$ cat src/inc/tocmp_params.svh
// Constants of the timer output compare channel: offsets, fields, resets
`ifndef TOCMP_PARAMS_SVH
`define TOCMP_PARAMS_SVH
// ==========================================================================
// Register byte offsets on APB
`define TOCMP_OFF_CTRL 12'h000
`define TOCMP_OFF_MATCH_HIGH 12'h004
`define TOCMP_OFF_MATCH_LOW 12'h008
`define TOCMP_OFF_STATUS 12'h00c
`define TOCMP_OFF_FORCE 12'h010
`define TOCMP_OFF_ACTIVE 12'h014
`define TOCMP_OFF_BUFFER 12'h018
// ==========================================================================
// Control register fields
`define TOCMP_CTRL_MODE_LSB 0
`define TOCMP_CTRL_ACT_LSB 4
`define TOCMP_CTRL_IRQEN_BIT 6
`define TOCMP_CTRL_PORTLATCH_BIT 7
`define TOCMP_CTRL_DIR_BIT 8
`define TOCMP_CTRL_TOPSRC_BIT 9
// ==========================================================================
// Status register fields
`define TOCMP_ST_FLAG_BIT 0
`define TOCMP_ST_OUT_BIT 1
`define TOCMP_ST_MATCH_BIT 2
// ==========================================================================
// Reset values and the clear-on-match mode codes
`define TOCMP_RST_MATCH 16'h0000
`define TOCMP_RST_MODE 4'h0
`define TOCMP_RST_ACT 2'h0
`define TOCMP_MODE_CTC_A 4'h4
`define TOCMP_MODE_CTC_ICR 4'hc
`endif

$ cat src/inc/tocmp_pkg.sv
// Types shared by the timer output compare channel
package tocmp_pkg;
  // ========================================================================
  // Output action selection codes
  typedef enum logic [1:0] {
    tocmp_act_none = 2'h0,
    tocmp_act_toggle = 2'h1,
    tocmp_act_clear = 2'h2,
    tocmp_act_set = 2'h3
  } tocmp_act_t;
  // ========================================================================
  // Write pairing state of the high-byte staging latch, one-hot
  typedef enum logic [1:0] {
    tocmp_wr_idle = 2'b01,
    tocmp_wr_staged = 2'b10
  } tocmp_wr_t;
endpackage

$ cat src/design/tocmp_channel.sv
// Output compare channel of a 16-bit timer with APB register access
`timescale 1ns/1ps
`include "tocmp_params.svh"

module tocmp_channel (
  input wire logic pclk,
  input wire logic presetn,
  input wire logic clk_en,
  input wire logic psel,
  input wire logic penable,
  input wire logic pwrite,
  input wire logic [11:0] paddr,
  input wire logic [31:0] pwdata,
  output logic [31:0] prdata,
  output logic pready,
  output logic pslverr,
  input wire logic [15:0] timer_count,
  input wire logic timer_tick,
  input wire logic count_write,
  input wire logic at_top,
  input wire logic at_bottom,
  input wire logic count_down,
  input wire logic irq_ack,
  output logic irq,
  output logic match_top,
  output logic match_top_en,
  output logic waveform_out_state,
  output logic pin_out,
  output logic pin_oe
);

  // ========================================================================
  // Register state. Everything below but wr_state_ff (idle, 2'b01) resets to zero, which leaves the pin
  // on its port latch, the direction at input and the flag quiet until
  // software has set the channel up.
  // The staging byte is shared by both compare paths, so a high write that
  // is never followed by a low write lingers harmlessly until the next
  // pair overwrites it.
  logic [3:0] waveform_mode_sel_ff;
  logic [1:0] output_action_sel_ff;
  logic match_irq_enable_ff;
  logic port_latch_ff;
  logic waveform_pin_direction_ff;
  logic top_src_ff;
  logic [15:0] match_value_ff;
  logic [15:0] match_buffer_ff;
  logic [7:0] staging_ff;
  tocmp_pkg::tocmp_wr_t wr_state_ff;
  logic match_flag_ff;
  logic waveform_out_state_ff;
  logic block_ff;
  logic match_pend_ff;
  logic [31:0] prdata_ff;

  // Merge a byte into the upper half of a 16-bit value; used both for the
  // staged commit and for an unpaired low write, which pairs with zero.
  function automatic logic [15:0] join_bytes(input logic [7:0] hi,
                                             input logic [7:0] lo);
    join_bytes = {hi, lo};
  endfunction

  // Apply a non-PWM match action to the output state. A real match and a
  // forced one share this, so the two paths can never drift apart.
  function automatic logic next_out(input logic [1:0] act,
                                    input logic cur);
    case (act)
      2'h1: next_out = ~cur;
      2'h2: next_out = 1'b0;
      2'h3: next_out = 1'b1;
      default: next_out = cur;
    endcase
  endfunction

  // ========================================================================
  // Mode decode: Normal (0) and the two clear-on-match modes are non-PWM
  // Every other code is a PWM mode and switches the compare buffer on.
  // The fast modes count in one slope, so their buffer moves at BOTTOM;
  // the dual-slope modes move it at TOP, where the pulse is centred.
  // Unused codes fall into the PWM group, the safer of the two choices.
  wire is_pwm;
  wire is_fast;
  assign is_pwm = (waveform_mode_sel_ff != `TOCMP_RST_MODE) &&
                  (waveform_mode_sel_ff != `TOCMP_MODE_CTC_A) &&
                  (waveform_mode_sel_ff != `TOCMP_MODE_CTC_ICR);
  assign is_fast = (waveform_mode_sel_ff == 4'h5) ||
                   (waveform_mode_sel_ff == 4'h6) ||
                   (waveform_mode_sel_ff == 4'h7) ||
                   (waveform_mode_sel_ff == 4'he) ||
                   (waveform_mode_sel_ff == 4'hf);

  // ========================================================================
  // APB decode; single-cycle answer, unmapped addresses give an error
  // Only whole-word offsets are mapped. An access while clk_en is low
  // still sees pready high but changes nothing, so software must avoid it.
  // Read data is captured in the setup cycle and stands through access,
  // which keeps the read path off the access-phase timing.
  wire acc;
  wire wr;
  wire rd;
  wire hit_ctrl;
  wire hit_high;
  wire hit_low;
  wire hit_stat;
  wire hit_force;
  wire hit_act;
  wire hit_buf;
  wire hit_any;
  assign acc = psel && penable && clk_en;
  assign hit_ctrl = (paddr == `TOCMP_OFF_CTRL);
  assign hit_high = (paddr == `TOCMP_OFF_MATCH_HIGH);
  assign hit_low = (paddr == `TOCMP_OFF_MATCH_LOW);
  assign hit_stat = (paddr == `TOCMP_OFF_STATUS);
  assign hit_force = (paddr == `TOCMP_OFF_FORCE);
  assign hit_act = (paddr == `TOCMP_OFF_ACTIVE);
  assign hit_buf = (paddr == `TOCMP_OFF_BUFFER);
  assign hit_any = hit_ctrl || hit_high || hit_low || hit_stat ||
                   hit_force || hit_act || hit_buf;
  assign wr = acc && pwrite && hit_any;
  assign rd = psel && !penable && !pwrite;
  assign pready = 1'b1;
  assign pslverr = psel && penable && !hit_any;

  // ========================================================================
  // Comparator and match qualification
  // The raw comparator runs on every system clock, but a match only counts
  // on a timer tick. The TOP indication honours the same blocking window,
  // so a counter written equal to the compare value is not cut short.
  // A force only exists outside PWM; in PWM the strobe is dropped here.
  wire raw_match;
  wire timer_match;
  wire force_hit;
  wire low_commit;
  wire [15:0] new_value;
  wire buf_load;
  assign raw_match = (timer_count == match_value_ff);
  // Blocking lasts one timer tick after any counter write
  assign timer_match = raw_match && timer_tick && !block_ff;
  assign force_hit = wr && hit_force && pwdata[0] && !is_pwm;
  assign low_commit = wr && hit_low && (wr_state_ff ==
                      tocmp_pkg::tocmp_wr_staged);
  assign new_value = join_bytes(staging_ff, pwdata[7:0]);
  assign buf_load = is_pwm && timer_tick &&
                    (is_fast ? at_bottom : at_top);
  assign match_top = raw_match && !block_ff;
  assign match_top_en = top_src_ff;

  // ========================================================================
  // Control register; action used directly, no buffering
  // A new action is seen by the very next match. Buffering it with the
  // compare value would delay it to TOP or BOTTOM, which is not wanted.
  // Mode writes leave the output state alone, so a channel can be moved
  // between modes without a glitch on its pin.
  always_ff @(posedge pclk or negedge presetn) begin
    if (!presetn) begin
      waveform_mode_sel_ff <= `TOCMP_RST_MODE;
      output_action_sel_ff <= `TOCMP_RST_ACT;
      match_irq_enable_ff <= 1'b0;
      port_latch_ff <= 1'b0;
      waveform_pin_direction_ff <= 1'b0;
      top_src_ff <= 1'b0;
    end else if (wr && hit_ctrl) begin
      waveform_mode_sel_ff <= pwdata[`TOCMP_CTRL_MODE_LSB +: 4];
      output_action_sel_ff <= pwdata[`TOCMP_CTRL_ACT_LSB +: 2];
      match_irq_enable_ff <= pwdata[`TOCMP_CTRL_IRQEN_BIT];
      port_latch_ff <= pwdata[`TOCMP_CTRL_PORTLATCH_BIT];
      waveform_pin_direction_ff <= pwdata[`TOCMP_CTRL_DIR_BIT];
      top_src_ff <= pwdata[`TOCMP_CTRL_TOPSRC_BIT];
    end
  end

  // ========================================================================
  // High-byte staging latch; a low write without staging uses zero
  // The latch lets a 16-bit value land in one cycle although software
  // writes it a byte at a time, so the comparator never sees a half-new
  // value. A repeated high write simply replaces the staged byte; the
  // low write closes the pair and returns the latch to idle.
  always_ff @(posedge pclk or negedge presetn) begin
    if (!presetn) begin
      staging_ff <= 8'h00;
      wr_state_ff <= tocmp_pkg::tocmp_wr_idle;
    end else if (clk_en) begin
      case (wr_state_ff)
        tocmp_pkg::tocmp_wr_idle: begin
          if (wr && hit_high) begin
            staging_ff <= pwdata[7:0];
            wr_state_ff <= tocmp_pkg::tocmp_wr_staged;
          end
        end
        tocmp_pkg::tocmp_wr_staged: begin
          if (wr && hit_high) begin
            staging_ff <= pwdata[7:0];
          end else if (wr && hit_low) begin
            wr_state_ff <= tocmp_pkg::tocmp_wr_idle;
          end
        end
        default: wr_state_ff <= tocmp_pkg::tocmp_wr_idle;
      endcase
    end
  end

  // ========================================================================
  // Buffer and active compare value; hardware alters only the active one, copying the buffer
  // In PWM modes a write only reaches the buffer and the active value
  // follows at the next TOP or BOTTOM, which keeps every pulse whole.
  // Outside PWM the write goes straight to the comparator, so a value
  // below the current count is missed until the counter wraps.
  wire [15:0] written;
  assign written = low_commit ? new_value : join_bytes(8'h00, pwdata[7:0]);
  always_ff @(posedge pclk or negedge presetn) begin
    if (!presetn) begin
      match_buffer_ff <= `TOCMP_RST_MATCH;
    end else if (wr && hit_low && is_pwm) begin
      match_buffer_ff <= written;
    end
  end

  always_ff @(posedge pclk or negedge presetn) begin
    if (!presetn) begin
      match_value_ff <= `TOCMP_RST_MATCH;
    end else if (wr && hit_low && !is_pwm) begin
      match_value_ff <= written;
    end else if (clk_en && buf_load) begin
      match_value_ff <= match_buffer_ff;
    end
  end

  // ========================================================================
  // Match blocking after counter write and delayed flag set
  // The block is armed by a counter write and lifted by the next tick, so
  // a compare value equal to the written count raises nothing at start.
  // The match is registered at a tick and reaches the flag one tick
  // later; a stopped timer keeps the block armed until it runs again.
  always_ff @(posedge pclk or negedge presetn) begin
    if (!presetn) begin
      block_ff <= 1'b0;
      match_pend_ff <= 1'b0;
    end else if (clk_en) begin
      if (count_write) begin
        block_ff <= 1'b1;
      end else if (timer_tick) begin
        block_ff <= 1'b0;
      end
      if (timer_tick) begin
        match_pend_ff <= timer_match;
      end
    end
  end

  // Flag: set one tick later; a set wins over a clear in the same cycle
  // Losing a fresh match to a clear in the same cycle would hide an event
  // from software, so the set has priority over both clear sources.
  wire flag_set;
  wire flag_clr;
  assign flag_set = match_pend_ff && timer_tick;
  assign flag_clr = (wr && hit_stat && pwdata[`TOCMP_ST_FLAG_BIT]) ||
                    irq_ack;
  always_ff @(posedge pclk or negedge presetn) begin
    if (!presetn) begin
      match_flag_ff <= 1'b0;
    end else if (clk_en) begin
      if (flag_set) begin
        match_flag_ff <= 1'b1;
      end else if (flag_clr) begin
        match_flag_ff <= 1'b0;
      end
    end
  end
  assign irq = match_flag_ff && match_irq_enable_ff;

  // ========================================================================
  // Output state; never touched by mode writes
  // In fast PWM only the non-inverting and inverting actions drive the
  // state; toggle in PWM and the dual-slope waveforms are not modelled,
  // a known limitation. Outside PWM a real match and a forced one take
  // the same path through the action function.
  logic nxt_out;
  always_comb begin
    nxt_out = waveform_out_state_ff;
    if (is_pwm) begin
      if (is_fast && output_action_sel_ff[1]) begin
        // Non-inverting (2) clears at match, inverting (3) sets
        if (timer_match) begin
          nxt_out = output_action_sel_ff[0];
        end else if (timer_tick && at_bottom) begin
          nxt_out = ~output_action_sel_ff[0];
        end
      end
    end else if (timer_match || force_hit) begin
      nxt_out = next_out(output_action_sel_ff,
                         waveform_out_state_ff);
    end
  end

  // Output state register. It holds across mode and action changes; only
  // a match, a force, BOTTOM or reset moves it, and clk_en low freezes it
  // like every other piece of state.
  always_ff @(posedge pclk or negedge presetn) begin
    if (!presetn) begin
      waveform_out_state_ff <= 1'b0;
    end else if (clk_en) begin
      waveform_out_state_ff <= nxt_out;
    end
  end
  assign waveform_out_state = waveform_out_state_ff;

  // Pin mux: action overrides only the value, direction stays with port
  // Software should set the state up before turning the direction on;
  // with the direction bit clear the pin is never driven.
  assign pin_out = (output_action_sel_ff != 2'h0) ?
                   waveform_out_state_ff : port_latch_ff;
  assign pin_oe = waveform_pin_direction_ff;

  // ========================================================================
  // Read data; direct reads, no staging latch involved, force reads zero
  // The compare bytes read back whichever register a write reaches in the
  // current mode, straight from the flops, so reads need no byte order.
  wire [31:0] rd_mux;
  assign rd_mux = hit_ctrl ? {22'h0, top_src_ff,
                    waveform_pin_direction_ff, port_latch_ff,
                    match_irq_enable_ff, output_action_sel_ff,
                    waveform_mode_sel_ff} :
                  hit_high ? {24'h000000, (is_pwm ? match_buffer_ff[15:8]
                    : match_value_ff[15:8])} :
                  hit_low ? {24'h000000, (is_pwm ? match_buffer_ff[7:0]
                    : match_value_ff[7:0])} :
                  hit_stat ? {29'h0, raw_match,
                    waveform_out_state_ff, match_flag_ff} :
                  hit_act ? {16'h0000, match_value_ff} :
                  hit_buf ? {16'h0000, match_buffer_ff} :
                  32'h00000000;
  // Read data register, loaded in the setup cycle of a read
  always_ff @(posedge pclk or negedge presetn) begin
    if (!presetn) begin
      prdata_ff <= 32'h00000000;
    end else if (clk_en && rd) begin
      prdata_ff <= rd_mux;
    end
  end
  assign prdata = prdata_ff;

endmodule

$ cat config.mk
export PLATFORM = sky130hd
export DESIGN_NAME = tocmp_channel
export DESIGN_NICKNAME = d
export VERILOG_FILES = /design/src/inc/tocmp_pkg.sv /design/src/design/tocmp_channel.sv
export VERILOG_INCLUDE_DIRS = /design/src /design/src/inc
export SDC_FILE = /design/constraint.sdc
export NUM_CORES = 1
export LEC_CHECK = 0
export ABC_CLOCK_PERIOD_IN_PS = 2550
export BUFFER_PORTS_ARGS = -buffer_cell sky130_fd_sc_hd__buf_2
export CAP_MARGIN = 20
export CORE_MARGIN = 5
export CORE_UTILIZATION = 45
export DETAILED_ROUTE_END_ITERATION = 10
export PLACE_DENSITY = 0.7
export SLEW_MARGIN = 25
export SYNTH_ARGS = -nofsm -noshare
export SYNTH_HDL_FRONTEND = slang
export SYNTH_SLANG_ARGS = --single-unit
$ cat constraint.sdc
create_clock -name pclk -period 2.55 [get_ports pclk]
set_input_delay 0.3825 -clock pclk [delete_from_list [all_inputs] [get_ports pclk]]
set_output_delay 0.3825 -clock pclk [all_outputs]
set_load 0.005 [all_outputs]
# ---- Word level (Yosys, flattened, before mapping)
# Cells that the tools add are included.
dict set report totals {
  out_inout_bits 40
  in_bits 72
  reg_bits 88
}
dict set report op_classes {
  n_bitwise 2
  n_eq_ne 24
  reduce_logical 63
  n_mux 27
}
# cell count
set ops {}
lappend ops {{16-bit 2-to-1 mux} 9}
lappend ops {{12-bit by 5-bit equality test with 1-bit output (second input constant)} 3}
lappend ops {{1-bit logical AND} 31}
lappend ops {{12-bit by 4-bit equality test with 1-bit output (second input constant)} 2}
lappend ops {{16-bit equality test} 1}
lappend ops {{8-bit 2-to-1 mux} 2}
lappend ops {{12-bit by 3-bit equality test with 1-bit output (second input constant)} 1}
lappend ops {{4-bit by 3-bit equality test with 1-bit output (second input constant)} 3}
lappend ops {{12-bit zero test} 1}
lappend ops {{1-bit logical OR} 12}
lappend ops {{1-bit 2-to-1 mux} 11}
lappend ops {{2-bit nonzero test} 5}
lappend ops {{4-bit equality test (second input constant)} 2}
lappend ops {{4-bit nonzero test} 2}
lappend ops {{2-bit equality test (second input constant)} 3}
lappend ops {{2-bit 2-to-1 mux} 3}
lappend ops {{2-bit inequality test (second input constant)} 3}
lappend ops {{2-bit AND reduction} 3}
lappend ops {{1-bit zero test} 5}
lappend ops {{5-bit AND reduction} 1}
lappend ops {{2-bit by 1-bit equality test with 1-bit output (second input constant)} 2}
lappend ops {{4-bit by 3-bit inequality test with 1-bit output (second input constant)} 1}
lappend ops {{4-bit inequality test (second input constant)} 1}
lappend ops {{2-bit one-hot mux with 2 select lines} 1}
lappend ops {{other kinds (7)} 8}

# ---- Logic depth before layout (Yosys ltp)
# Gate-level depths: netlist of run 1.
dict set report logic_depth {
  word_depth 14
  ltp_mapped 8
  ltp_nobuf 8
}

# ---- Least setup slack after synthesis of run 1
# Ideal clock, no wire load.
dict set report synth_timing {
  path_kind {input to register}
  start {in paddr[7]}
  end {reg waveform_out_state_ff (netlist: waveform_out_state)}
  required_ns 2.425
  slack_ns 0.340
  path_buffers 0
  setup_time_ns 0.125
  arrival_time_ns 2.086
  cell_stages 6
  path_cell_list {or4_4 > or3b_4 > and3b_1 > o21ai_1 > a32oi_1 > mux2_2}
}
dict set report synth_via {
  elab_chain_len 14
  word_cells_on_any_way 20
  classes_between {eq/ne: 6; reduce/logical: 14}
}
# element line_no
set synth_lines {}
lappend synth_lines {{from (decl)} tocmp_channel.sv:12} ;# input wire logic [11:0] paddr,
lappend synth_lines {{12-bit by 3-bit equality test with 1-bit output (no source line) or 12-bit zero test (tied branches)} -}
lappend synth_lines {{1-bit logical OR (4 in series)} tocmp_channel.sv:116} ;# assign hit_any = hit_ctrl || hit_high || hit_low || hit_stat ||
lappend synth_lines {{1-bit logical OR (2 in series)} tocmp_channel.sv:117} ;# hit_force || hit_act || hit_buf;
lappend synth_lines {{1-bit logical AND} tocmp_channel.sv:118} ;# assign wr = acc && pwrite && hit_any;
lappend synth_lines {{1-bit logical AND (*) (3 in series)} tocmp_channel.sv:138} ;# assign force_hit = wr && hit_force && pwdata[0] && !is_pwm;
lappend synth_lines {{1-bit logical OR (*)} tocmp_channel.sv:288} ;# end else if (timer_match || force_hit) begin
lappend synth_lines {{2-bit nonzero test (no source line) (*)} -}
lappend synth_lines {{5-bit AND reduction (no source line) (*)} -}
lappend synth_lines {{to (signal assigned)} tocmp_channel.sv:301} ;# waveform_out_state_ff <= nxt_out;
lappend synth_lines {{to (decl)} tocmp_channel.sv:50} ;# logic waveform_out_state_ff;
# Mark *: on every way between the ends. The rest lies on a longest branch, timed or not.
# A chain may end at the register's enable or synchronous reset.

# ---- Final worst setup path of run 1
dict set report layout_timing {
  start {reg match_value_ff[4]}
  end {reg waveform_out_state_ff (netlist: waveform_out_state)}
}
dict set report layout_via {
  elab_chain_len 6
  word_cells_on_any_way 10
  classes_between {eq/ne: 2; mux: 3; reduce/logical: 5}
}
# element line_no
set layout_lines {}
lappend layout_lines {{from (decl)} tocmp_channel.sv:45} ;# logic [15:0] match_value_ff;
lappend layout_lines {{from (signal assigned)} tocmp_channel.sv:219} ;# match_value_ff <= `TOCMP_RST_MATCH;
lappend layout_lines {{from (signal assigned)} tocmp_channel.sv:221} ;# match_value_ff <= written;
lappend layout_lines {{from (signal assigned)} tocmp_channel.sv:223} ;# match_value_ff <= match_buffer_ff;
lappend layout_lines {{16-bit equality test (*)} tocmp_channel.sv:135} ;# assign raw_match = (timer_count == match_value_ff);
lappend layout_lines {{1-bit logical AND (*) (2 in series)} tocmp_channel.sv:137} ;# assign timer_match = raw_match && timer_tick && !block_ff;
lappend layout_lines {{1-bit logical OR or 1-bit 2-to-1 mux (tied branches)} {tocmp_channel.sv:288, tocmp_channel.sv:282}}
lappend layout_lines {{2-bit nonzero test (no source line) or 1-bit 2-to-1 mux (tied branches)} -}
lappend layout_lines {{5-bit AND reduction (no source line) or 1-bit 2-to-1 mux (tied branches)} -}
# Mark *: on every way between the ends. The rest lies on a longest branch, timed or not. The select of a mux whose other input is x is not followed.

==> results.sh, run 1 <==
export IMPL_grt_pass1_vias=3311
export IMPL_timing_hold_worst_class="in -> reg"
export IMPL_cell_accounting_for_the_most_synthesized_area="sky130_fd_sc_hd__dfrtp_1"
export IMPL_status="finished, final reports clean"
export IMPL_critical_path_reg2reg_startpoint="match_value_ff[4]$_DFFE_PN0P_"
export IMPL_dr_total_vias=3504
export IMPL_worst_r2r_setup_slack_ns=0.1
export IMPL_worst_hold_startpoint="pwdata[9]"
export IMPL_vias_per_cell=5.72
export IMPL_yosys_top_cells_area="sky130_fd_sc_hd__dfrtp_1 44%, sky130_fd_sc_hd__mux2_2 8.0%, sky130_fd_sc_hd__mux2i_1 6.4%"
export IMPL_finalWeightedCongestion=0.947
export IMPL_drt_pass1_iter_count=5
export IMPL_synth_yosys_seq_area_share_pct=44.3
export IMPL_instances_no_fill=613
export IMPL_worstPathMaxFanout=3
export IMPL_floorplan_die_area_mm2=0.0110
export IMPL_fmaxAchievable_ghz=0.408
export IMPL_grt_use_met1_pct=27.9
export IMPL_final_nets=576
export IMPL_drt_drc_violations_left=0
export IMPL_max_vdd_ir_drop_mv=0.290
export IMPL_synth_ff_type="sky130_fd_sc_hd__dfrtp_1"
export IMPL_place_port_buffers=71
export IMPL_syn_area_per_cell_um2=9.73
export IMPL_fin_crit_ns=2.45
export IMPL_critPathArrivalTime_ns=2.69
export IMPL_cts_sinks=72
export IMPL_r2r_cells=6
export IMPL_root_cell_of_the_clock_tree="sky130_fd_sc_hd__clkbuf_8"
export IMPL_synth_edf_count=0
export IMPL_groute_layer_met3_usage_pct=4.13
export IMPL_ys_async_sr_fraction_pct=100
export IMPL_clkSlewWorstSetupHoldPaths_ns=0.08
export IMPL_wire_length_of_the_first_global_routing_pass_um=17900
export IMPL_slew_violations=0
export IMPL_skew_ns=0.00845
export IMPL_core_area_mm2=0.00876
export IMPL_grt_util_all_layers_pct=20.4
export IMPL_clock_tree_from_tritoncts="built"
export IMPL_post_synth_instance_area_mm2=0.00407
export IMPL_cts_root_to_sink_buffers=2
export IMPL_worstSetupEndpointType="flip-flop"
export IMPL_globalRoute_totalOverflow=0
export IMPL_dieHeight_um=105
export IMPL_avgRoutedWirePerCell_um=18.5
export IMPL_boundaryPins=112
export IMPL_power_density_mw_per_mm2=501
export IMPL_rsz0062_at_grt="false"
export IMPL_worstSkewPairLatency_ns=0.35
export IMPL_worst_hold_path_num_cells=2
export IMPL_numCtsBuffers=9
export IMPL_critPathLaunchType="flip-flop"
export IMPL_leakage_uw=0.00237
export IMPL_routed_wirelength_um=11300
export IMPL_min_period_over_period_pct=96.2
export IMPL_postSynthCellCount=418
export IMPL_initialDrtViolationCount=241
export IMPL_tns_ns=0
export IMPL_chipWidth_um=105
export IMPL_timing_final_setup_violations=0
export IMPL_initial_utilization_pct=46.4
export IMPL_whs_endpoint="match_top_en$_DFFE_PN0P_"
export IMPL_filler_cell_count=770
export IMPL_grt_busiest_layer="met2"
export IMPL_area_growth_synth_to_final_pct=18.8
export IMPL_rr_endpoint="waveform_out_state$_DFFE_PN0P_"
export IMPL_max_slew_margin_rel_pct=51.0
export IMPL_synth_distinct_cells=55
export IMPL_yosys_warnings=0
export IMPL_place_detailed_instances=595
export IMPL_drtAntennaViolNets=0
export IMPL_core_rowCount=34
export IMPL_cp_data_required_time_ns=2.78
export IMPL_synth_top_area_share_pct=43.7
export IMPL_cts_htree_levels=3
export IMPL_globalRouteMet2Util_pct=31.3
export IMPL_place_detailed_hpwl_um=8540
export IMPL_antennaDiodeCount=0
export IMPL_tightest_slew_ns=0.732
export IMPL_post_route_cells_drive_above_1_share_pct=29.5
export IMPL_setup_worst_path_class="reg -> reg"
export IMPL_synth_ff_latch_count=72
export IMPL_antenna_found_initial=0
export IMPL_hold_viol=0
export IMPL_drv_cap=0
export IMPL_grt_max_degree=33
## Yosys cell counts, types with 8 or more instances
| cell | number |
|---|---|
| sky130_fd_sc_hd__nand2_1 | 47 |
| sky130_fd_sc_hd__mux2_2 | 29 |
| sky130_fd_sc_hd__clkbuf_1 | 10 |
| sky130_fd_sc_hd__nor2_1 | 27 |
| sky130_fd_sc_hd__o21ai_0 | 49 |
| sky130_fd_sc_hd__inv_1 | 10 |
| sky130_fd_sc_hd__xor2_1 | 16 |
| sky130_fd_sc_hd__buf_4 | 17 |
| sky130_fd_sc_hd__mux2i_1 | 26 |
| sky130_fd_sc_hd__nand3_1 | 12 |
| sky130_fd_sc_hd__a21oi_1 | 8 |
| sky130_fd_sc_hd__buf_2 | 8 |
| sky130_fd_sc_hd__a221oi_1 | 10 |
| sky130_fd_sc_hd__dfrtp_1 | 71 |
## power by group
group,leakage (µW),internal (µW),switching (µW)
clock network,0.000116,563,479
logic,0.00127,79.9,116
registers,0.000983,1170,18.2
total,0.00237,1810,613
## flip-flops by register name, indices dropped and copies added, names as in the netlist
name / cells
waveform_mode_sel_ff: 4
waveform_out_state: 1
match_top_en: 1
match_pend_ff: 1
prdata: 16
match_buffer_ff: 16
match_value_ff: 16
pin_oe: 1
port_latch_ff: 1
output_action_sel_ff: 2
match_irq_enable_ff: 1
staging_ff: 8
match_flag_ff: 1
block_ff: 1
wr_state_ff: 2
## cells by family after synthesis
kind of cell,after synthesis,synth area share (%)
xor+xnor,16,3.44
mux,55,14.4
flops,72,44.3
buf+inv,47,6.37
simple gates,130,15.7
other cells,2,0.185
fa+ha+maj,4,1.23
compound gates,92,14.3
## worst max path at each step
stage | start | end | slack, ns | depth (start not counted)
after floorplan | paddr[7] | waveform_out_state$_DFFE_PN0P_ | 0.34 | 6
after global placement | timer_count[11] | waveform_out_state$_DFFE_PN0P_ | 0.07 | 7
after detailed placement | timer_count[11] | waveform_out_state$_DFFE_PN0P_ | 0.06 | 7
after CTS | match_value_ff[11]$_DFFE_PN0P_ | match_top | 0.07 | 6
after global routing | match_value_ff[4]$_DFFE_PN0P_ | waveform_out_state$_DFFE_PN0P_ | 0.03 | 7
final | match_value_ff[4]$_DFFE_PN0P_ | waveform_out_state$_DFFE_PN0P_ | 0.1 | 6
## stage by stage
stage / total power (µW) / hold WS, ns / area (µm²) / setup slack (ns) / util, %
3_5_place_dp: 1400 / 0.357 / 4580 / 0.0596 / 52.3
4_1_cts: 2440 / 0.252 / 4820 / 0.0694 / 55.0
3_3_place_gp: 1400 / 0.355 / 4570 / 0.0706 / 52.2
6_report: 2420 / 0.259 / 4830 / 0.0969 / 55.2
2_1_floorplan: 1300 / 0.0869 / 4130 / 0.340 / -
5_1_grt: 2520 / 0.264 / 4830 / 0.0330 / 55.2
## critical path, stage by stage, from the launching register on
cell and delay [ns]:
sky130_fd_sc_hd__dfrtp_1 0.44, sky130_fd_sc_hd__xor2_1 0.19, sky130_fd_sc_hd__nor4_2 0.34, sky130_fd_sc_hd__nand4_1 0.25, sky130_fd_sc_hd__or4_1 0.57, sky130_fd_sc_hd__a32oi_1 0.18
sky130_fd_sc_hd__mux2_2 0.36
## layout by cell type, fill, tap and decap left out, types with 3 or more instances in the layout
cell                        count
sky130_fd_sc_hd__a221oi_1      10
sky130_fd_sc_hd__buf_2         71
sky130_fd_sc_hd__nor2_1        26
sky130_fd_sc_hd__mux2i_1       26
sky130_fd_sc_hd__mux2_2        29
sky130_fd_sc_hd__clkbuf_8       9
sky130_fd_sc_hd__ha_1           4
sky130_fd_sc_hd__xor2_1        16
sky130_fd_sc_hd__o21ai_0       48
sky130_fd_sc_hd__a2111oi_0      3
sky130_fd_sc_hd__a21oi_1        8
sky130_fd_sc_hd__a211oi_1       3
sky130_fd_sc_hd__buf_4         19
sky130_fd_sc_hd__or3_1          4
sky130_fd_sc_hd__nor4_1         4
sky130_fd_sc_hd__nand3_1       12
sky130_fd_sc_hd__nor3_1         7
sky130_fd_sc_hd__and3_1         4
sky130_fd_sc_hd__conb_1        17
sky130_fd_sc_hd__nand4_1        4
sky130_fd_sc_hd__inv_1         10
sky130_fd_sc_hd__nand2_1       47
sky130_fd_sc_hd__dfrtp_1       71
## cell type report
type                    count  area, µm²  share of cell area [%]
clock buffers               9        124                    2.56
clock inverters             7        103                    2.12
inverters                  10       37.5                   0.777
multi-input cells         314       2080                    43.1
flip-flops and latches     72       1800                    37.3
well taps                 108        135                    2.80
repair buffers             93        548                    11.3
## what timing repair did
| item | in CTS | in global routing |
|---|---|---|
| pin swaps | 0 | 2 |
| setup endpoints to repair | 1 | 1 |
| hold endpoints to repair | 16 | 0 |
| buffers inserted | 0 | 1 |
| gates resized for setup | 1 | 1 |
| hold buffers | 1 | 0 |
## layer usage
layer,vias to the layer above,wire (µm)
met2,164,5280
met5,-,0
li1,1640,-
met4,0,312
met1,1672,4830
met3,28,898
No activity file was read; power rests on OpenSTA's default activity.
==> run 2, diff against run 1 <==
Settings changed: CORE_MARGIN 5 to 2.
==> run 2 against run 1 <==
Against the previous run: die area down 11%; first-iteration DRC count up 27%; fmax up 3.4%; sequential share of layout area up 0.26 points; final cell count down 0.65%; clock-buffer cell count unchanged; sequential power about the same; critical path type is now reg -> out; non-clock buffer count down 4.
==> results.sh, run 2 (synthesis gave the netlist of run 1 again) <==
export IMPL_fmaxAchievable_ghz=0.421
export IMPL_routed_wirelength_um=11000
export IMPL_setup_worst_path_class="reg -> out"
export IMPL_boundaryPins=112
export IMPL_cts_sinks=72
export IMPL_seqPwrFrac_pct=50.3
export IMPL_root_cell_of_the_clock_tree="sky130_fd_sc_hd__clkbuf_8"
export IMPL_hold_viol=0
export IMPL_critical_path_reg2reg_startpoint="match_value_ff[14]$_DFFE_PN0P_"
export IMPL_worst_r2r_setup_slack_ns=0.21
export IMPL_cp_data_required_time_ns=2.17
export IMPL_dr_total_vias=3536
export IMPL_crit_path_end="match_top"
export IMPL_timing_final_setup_violations=0
export IMPL_fin_crit_ns=2.37
export IMPL_power_net_switching_uw=634
export IMPL_place_detailed_hpwl_um=8110
export IMPL_core_rowCount=34
export IMPL_critPathLaunchType="flip-flop"
export IMPL_worstSkewPairLatency_ns=0.36
export IMPL_critPathArrivalTime_ns=1.99
export IMPL_final_nets=572
export IMPL_max_vdd_ir_drop_mv=0.222
export IMPL_globalRoute_totalOverflow=0
export IMPL_status="finished, final reports clean"
export IMPL_worstSetupEndpointType="output port"
export IMPL_clkPwrFrac_pct=41.3
export IMPL_power_density_mw_per_mm2=491
export IMPL_antenna_found_initial=0
export IMPL_numCtsBuffers=9
export IMPL_drtAntennaViolNets=0
export IMPL_r2r_cells=6
export IMPL_postPlaceCellArea_mm2=0.00458
export IMPL_max_slew_margin_rel_pct=49.6
export IMPL_p_int_uw=1720
export IMPL_rsz0062_at_grt="false"
export IMPL_hold_worst_slack_ns=0.0436
export IMPL_timing_hold_worst_class="in -> async"
export IMPL_finalCoreUtilization_pct=54.8
export IMPL_avgRoutedWirePerCell_um=18.1
export IMPL_rr_endpoint="waveform_out_state$_DFFE_PN0P_"
export IMPL_relative_contribution_of_combinational_cells_to_total_power_pct=8.3
export IMPL_area_growth_synth_to_final_pct=18.0
export IMPL_initial_utilization_pct=46.4
export IMPL_tns_ns=0
export IMPL_place_worst_setup_slack_ns=0.0277
export IMPL_cts_htree_levels=3
export IMPL_final_design_area_no_fill_mm2=0.00480
export IMPL_critPathLaunch="match_value_ff[14]$_DFFE_PN0P_"
export IMPL_min_period_over_period_pct=93.0
export IMPL_chipWidth_um=99.1
export IMPL_post_route_cells_drive_above_1_share_pct=29.1
export IMPL_grt_util_all_layers_pct=22.9
export IMPL_initialDrtViolationCount=307
export IMPL_drv_cap=0
export IMPL_antennaDiodeCount=0
export IMPL_core_area_mm2=0.00876
export IMPL_vias_per_cell=5.81
export IMPL_worst_slack_ns=0.177
export IMPL_dieHeight_um=99.1
export IMPL_grt_pass1_vias=3230
export IMPL_cts_root_to_sink_buffers=2
export IMPL_netSwitchingFraction_pct=26.9
export IMPL_clkSlewWorstSetupHoldPaths_ns=0.09
export IMPL_skew_ns=0.00898
export IMPL_place_port_buffers=71
export IMPL_slew_violations=0
export IMPL_drt_drc_violations_left=0
export IMPL_grt_max_degree=73
export IMPL_wire_length_of_the_first_global_routing_pass_um=17400
export IMPL_tightest_slew_ns=0.753
export IMPL_leakage_uw=0.00234
export IMPL_worstPathMaxFanout=4
export IMPL_floorplan_die_area_mm2=0.00982
export IMPL_clock_tree_from_tritoncts="built"
export IMPL_finalWeightedCongestion=0.869
export IMPL_drt_pass1_iter_count=5
export IMPL_most_used_cells_in_the_layout_excluding_fill_and_tap_cells="71 x sky130_fd_sc_hd__dfrtp_1, 71 x sky130_fd_sc_hd__buf_2, 48 x sky130_fd_sc_hd__o21ai_0, 47 x sky130_fd_sc_hd__nand2_1, 29 x sky130_fd_sc_hd__mux2_2"
## run 2: cell count changes in the layout (fill, tap and decap cells not counted), sizes merged
cell         previous run  this run
buf                    92        89
bufinv                  2         1
clkinv                  3         0
clkinvlp                0         2
dlygate4sd3             1         0
inv                    12        14
## run 2: what timing repair did
item                                    CTS  global route
hold buffers                              0             0
buffers inserted                          0             0
resized for setup                         0             2
endpoints found under the setup margin    0             1
## run 2: metal layers
layer	GRT usage (%)	up-vias	wire [µm]	share of wire, %
met5	0	-	0	0
li1	-	1644	-	-
met4	5.37	0	113	1.0
met1	32.3	1720	4970	45
met3	4.22	10	786	7.1
met2	36.7	162	5170	47
## run 2: critical path, stage by stage (launching register included)
cell,delay (ns)
sky130_fd_sc_hd__dfrtp_1,0.45
sky130_fd_sc_hd__xor2_1,0.19
sky130_fd_sc_hd__nor4_2,0.25
sky130_fd_sc_hd__nand4_1,0.23
sky130_fd_sc_hd__buf_4,0.21
sky130_fd_sc_hd__nor2_1,0.15
sky130_fd_sc_hd__buf_2,0.14
## run 2: metrics by stage
stage / cells / power, µW
6_report: 609 / 2360
5_1_grt: 609 / 2440
4_1_cts: 609 / 2370
2_1_floorplan: 433 / 1300
3_3_place_gp: 593 / 1400
3_5_place_dp: 593 / 1400
## run 2: power groups by stage
stage / Sequential, µW / Clock [µW] / Combinational, µW
2_1_floorplan: 1210 / 0 / 88.1
3_3_place_gp: 1210 / 0 / 193
3_5_place_dp: 1210 / 0 / 196
4_1_cts: 1190 / 985 / 196
5_1_grt: 1190 / 1030 / 219
6_report: 1190 / 974 / 196
## run 2: cell type report
| cell class | count | area, µm² |
|---|---|---|
| multi-input cells | 314 | 2090 |
| clock buffers | 9 | 124 |
| repair buffers | 89 | 528 |
| well taps | 108 | 135 |
| flip-flops and latches | 72 | 1800 |
| fillers | 791 | 3960 |
| clock inverters | 7 | 85.1 |
| inverters | 10 | 37.5 |
## run 2: worst min-delay path by stage
stage	cells past startpoint	slack, ns	endpoint	from
floorplan	0	0.09	block_ff$_DFFE_PN0P_	presetn
global placement	2	0.44	waveform_out_state$_DFFE_PN0P_	presetn
detailed placement	2	0.44	waveform_mode_sel_ff[0]$_DFFE_PN0P_	presetn
CTS	2	0.05	match_value_ff[0]$_DFFE_PN0P_	presetn
global route	2	0.08	waveform_out_state$_DFFE_PN0P_	presetn
finish	2	0.04	waveform_out_state$_DFFE_PN0P_	presetn
==> run 3, diff against run 2 <==
Settings changed: ABC_AREA set to 1, PLACE_DENSITY 0.7 to 0.69.
==> run 3 against run 2 <==
Against the previous run: first-iteration DRC count rose by 59%; global-route usage up 1.2 points; clock skew fell by 0.0038 ns; wire length rose by 17%; critical endpoint unchanged; synthesized cell count grew 53%; die area increased by 13%.
==> results.sh, run 3 <==
export IMPL_cts_root_to_sink_buffers=2
export IMPL_wire_length_of_the_first_global_routing_pass_um=20700
export IMPL_timing_final_setup_violations=0
export IMPL_cts_resized=0
export IMPL_place_detailed_hpwl_um=9730
export IMPL_yosys_warnings=0
export IMPL_numCtsBuffers=9
export IMPL_cts_sinks=72
export IMPL_fmaxAchievable_ghz=0.446
export IMPL_most_used_cells_in_the_layout_excluding_fill_and_tap_cells="219 x sky130_fd_sc_hd__nand2_1, 71 x sky130_fd_sc_hd__dfrtp_1, 71 x sky130_fd_sc_hd__buf_2, 70 x sky130_fd_sc_hd__inv_1, 48 x sky130_fd_sc_hd__nand3_1"
export IMPL_synth_yosys_seq_area_share_pct=39.2
export IMPL_syn_area_per_cell_um2=7.20
export IMPL_vias_per_cell=5.19
export IMPL_root_cell_of_the_clock_tree="sky130_fd_sc_hd__clkbuf_8"
export IMPL_synth_edf_count=0
export IMPL_worstSkewPairLatency_ns=0.36
export IMPL_yosys_top_cells_area="sky130_fd_sc_hd__dfrtp_1 39%, sky130_fd_sc_hd__nand2_1 18%, sky130_fd_sc_hd__inv_1 5.7%"
export IMPL_drtAntennaViolNets=0
export IMPL_status="finished, final reports clean"
export IMPL_tightest_slew_ns=0.627
export IMPL_postPlaceCellArea_mm2=0.00503
export IMPL_grt_util_all_layers_pct=24.1
export IMPL_post_synth_instance_area_mm2=0.00460
export IMPL_final_nets=786
export IMPL_tns_ns=0
export IMPL_hold_viol=0
export IMPL_synth_top_area_share_pct=38.6
export IMPL_setup_worst_path_class="reg -> out"
export IMPL_clock_tree_from_tritoncts="built"
export IMPL_routed_wirelength_um=12900
export IMPL_power_consumption_uw=2370
export IMPL_antenna_found_initial=0
export IMPL_ys_top_cells_by_count="219 x sky130_fd_sc_hd__nand2_1, 71 x sky130_fd_sc_hd__dfrtp_1, 70 x sky130_fd_sc_hd__inv_1, 48 x sky130_fd_sc_hd__nand3_1, 38 x sky130_fd_sc_hd__o21ai_0"
export IMPL_initial_utilization_pct=46.7
export IMPL_finalWeightedCongestion=0.910
export IMPL_multiInputGateArea_mm2=0.00234
export IMPL_synth_most_common_cell="sky130_fd_sc_hd__nand2_1"
export IMPL_boundaryPins=112
export IMPL_initialDrtViolationCount=487
export IMPL_drt_pass1_iter_count=6
export IMPL_max_vdd_ir_drop_mv=0.242
export IMPL_crit_path_cell_trace="inv_1 -> nand2_1 -> nand2_1 -> nor2_1 -> nand2_1 -> nor2_1 -> nand3_1 -> inv_1 -> buf_2"
export IMPL_filler_cell_count=953
export IMPL_seqCellArea_mm2=0.00180
export IMPL_postSynthCellCount=639
export IMPL_worstSetupEndpointType="output port"
export IMPL_cp_slowest_stage_delay_ns=0.40
export IMPL_globalRoute_totalOverflow=0
export IMPL_synth_distinct_cells=48
export IMPL_grt_pass1_vias=4079
export IMPL_grt_max_degree=50
export IMPL_critPathLaunchType="flip-flop"
export IMPL_worstPathMaxFanout=4
export IMPL_dieHeight_um=105
export IMPL_slew_violations=0
export IMPL_core_area_mm2=0.00986
export IMPL_critical_path_top_cell_by_count="sky130_fd_sc_hd__nand2_1"
export IMPL_cts_htree_levels=3
export IMPL_cts_hold_fix_buffers=0
export IMPL_cts_repair_timing_setup_buffer_count=0
export IMPL_floorplan_die_area_mm2=0.0111
export IMPL_dr_total_vias=4403
export IMPL_min_period_over_period_pct=87.9
export IMPL_leakage_uw=0.00276
export IMPL_skew_ns=0.00520
export IMPL_post_route_cells_drive_above_1_share_pct=20.1
export IMPL_final_design_area_no_fill_mm2=0.00522
export IMPL_cp_data_required_time_ns=2.17
export IMPL_antennaDiodeCount=0
export IMPL_area_growth_synth_to_final_pct=13.5
export IMPL_synth_ff_latch_count=72
export IMPL_cell_accounting_for_the_most_synthesized_area="sky130_fd_sc_hd__dfrtp_1"
export IMPL_timing_hold_worst_class="in -> async"
export IMPL_max_slew_margin_rel_pct=58.0
export IMPL_ys_async_sr_fraction_pct=100
export IMPL_hold_worst_slack_ns=0.0336
export IMPL_clkSlewWorstSetupHoldPaths_ns=0.08
export IMPL_synth_ff_type="sky130_fd_sc_hd__dfrtp_1"
export IMPL_mostFrequentLayoutCell="sky130_fd_sc_hd__nand2_1"
export IMPL_place_port_buffers=71
export IMPL_core_rowCount=36
export IMPL_drt_drc_violations_left=0
export IMPL_drv_cap=0
export IMPL_avgRoutedWirePerCell_um=15.3
export IMPL_critical_path_slowest_cell="sky130_fd_sc_hd__dfrtp_1"
export IMPL_rsz0062_at_grt="false"
export IMPL_power_density_mw_per_mm2=454
export IMPL_critPathArrivalTime_ns=1.86
export IMPL_fin_crit_ns=2.24
export IMPL_chipWidth_um=105
==> run 3: cell types whose count changed after synthesis, moves of 11 or more <==
cell,previous run,this run
sky130_fd_sc_hd__inv_1,10,70
sky130_fd_sc_hd__mux2_2,29,0
sky130_fd_sc_hd__mux2i_1,26,0
sky130_fd_sc_hd__nand2_1,47,219
sky130_fd_sc_hd__nand3_1,12,48
sky130_fd_sc_hd__o211ai_1,1,14
sky130_fd_sc_hd__o21ai_0,49,38
sky130_fd_sc_hd__o21ai_2,0,16
sky130_fd_sc_hd__xor2_1,16,1
==> run 3: path summary, 6_finish.rpt <==
path	from	cells after the start	endpoint	slack, ns
hold / removal	presetn	1	match_value_ff[2]$_DFFE_PN0P_	0.03
min in group pclk	count_write	3	block_ff$_DFFE_PN0P_	0.24
setup reg to reg	waveform_mode_sel_ff[0]$_DFFE_PN0P_	8	match_value_ff[7]$_DFFE_PN0P_	0.60
setup / recovery	match_value_ff[12]$_DFFE_PN0P_	9	match_top	0.31
max in group asynchronous	presetn	2	wr_state_ff[0]$_DFFE_PN1P_	1.79
hold reg to reg	prdata[11]$_DFFE_PN0P_	2	prdata[11]$_DFFE_PN0P_	0.48
==> run 3: logic make-up (layout without fill, tap and decap cells) <==
kind of cell / Yosys count / in the layout / share of synthesized area (%)
other cells: 2 / 17 / 0.163
simple gates: 337 / 337 / 32.5
fa+ha+maj: 4 / 4 / 1.09
buf+inv: 111 / 172 / 11.3
xor+xnor: 1 / 1 / 0.190
flops: 72 / 72 / 39.2
compound gates: 112 / 112 / 15.6
==> run 3: area by class of cell <==
cell class / count / share of cell area, %
clock buffers: 10 / 2.44
clock inverters: 6 / 1.15
inverters: 75 / 5.44
multi-input cells: 471 / 44.8
flip-flops and latches: 72 / 34.5
well taps: 133 / 3.19
repair buffers: 81 / 8.48
==> run 3: critical path: cells and delay by family, from the launching register on <==
kind	cells	cell delay (ns)
buffers and inverters	3	0.30
flip-flops	1	0.40
AND/OR/NAND/NOR	6	0.79
==> run 3: through the flow <==
stage | worst slack, ns | cells | utilization [%]
detailed placement | 0.261 | 832 | 51.0
floorplan | 0.705 | 654 | -
finish | 0.308 | 848 | 52.9
global placement | 0.320 | 832 | 51.0
global route | 0.233 | 848 | 52.9
CTS | 0.313 | 848 | 52.9
==> run 3: layer usage <==
layer  global-route usage (%)  vias to the layer above  routed length (µm)
li1                         -                     2166                   -
met1                     32.6                     2015                5650
met5                        0                        -                   0
met4                     9.05                        0                 283
met3                     3.99                       23                 902
met2                     38.6                      199                6110
==> run 3: where the power goes <==
| group | internal, µW | switching (µW) |
|---|---|---|
| Clock | 447 | 448 |
| Sequential | 1170 | 22.4 |
| Combinational | 108 | 170 |
| Total | 1730 | 640 |
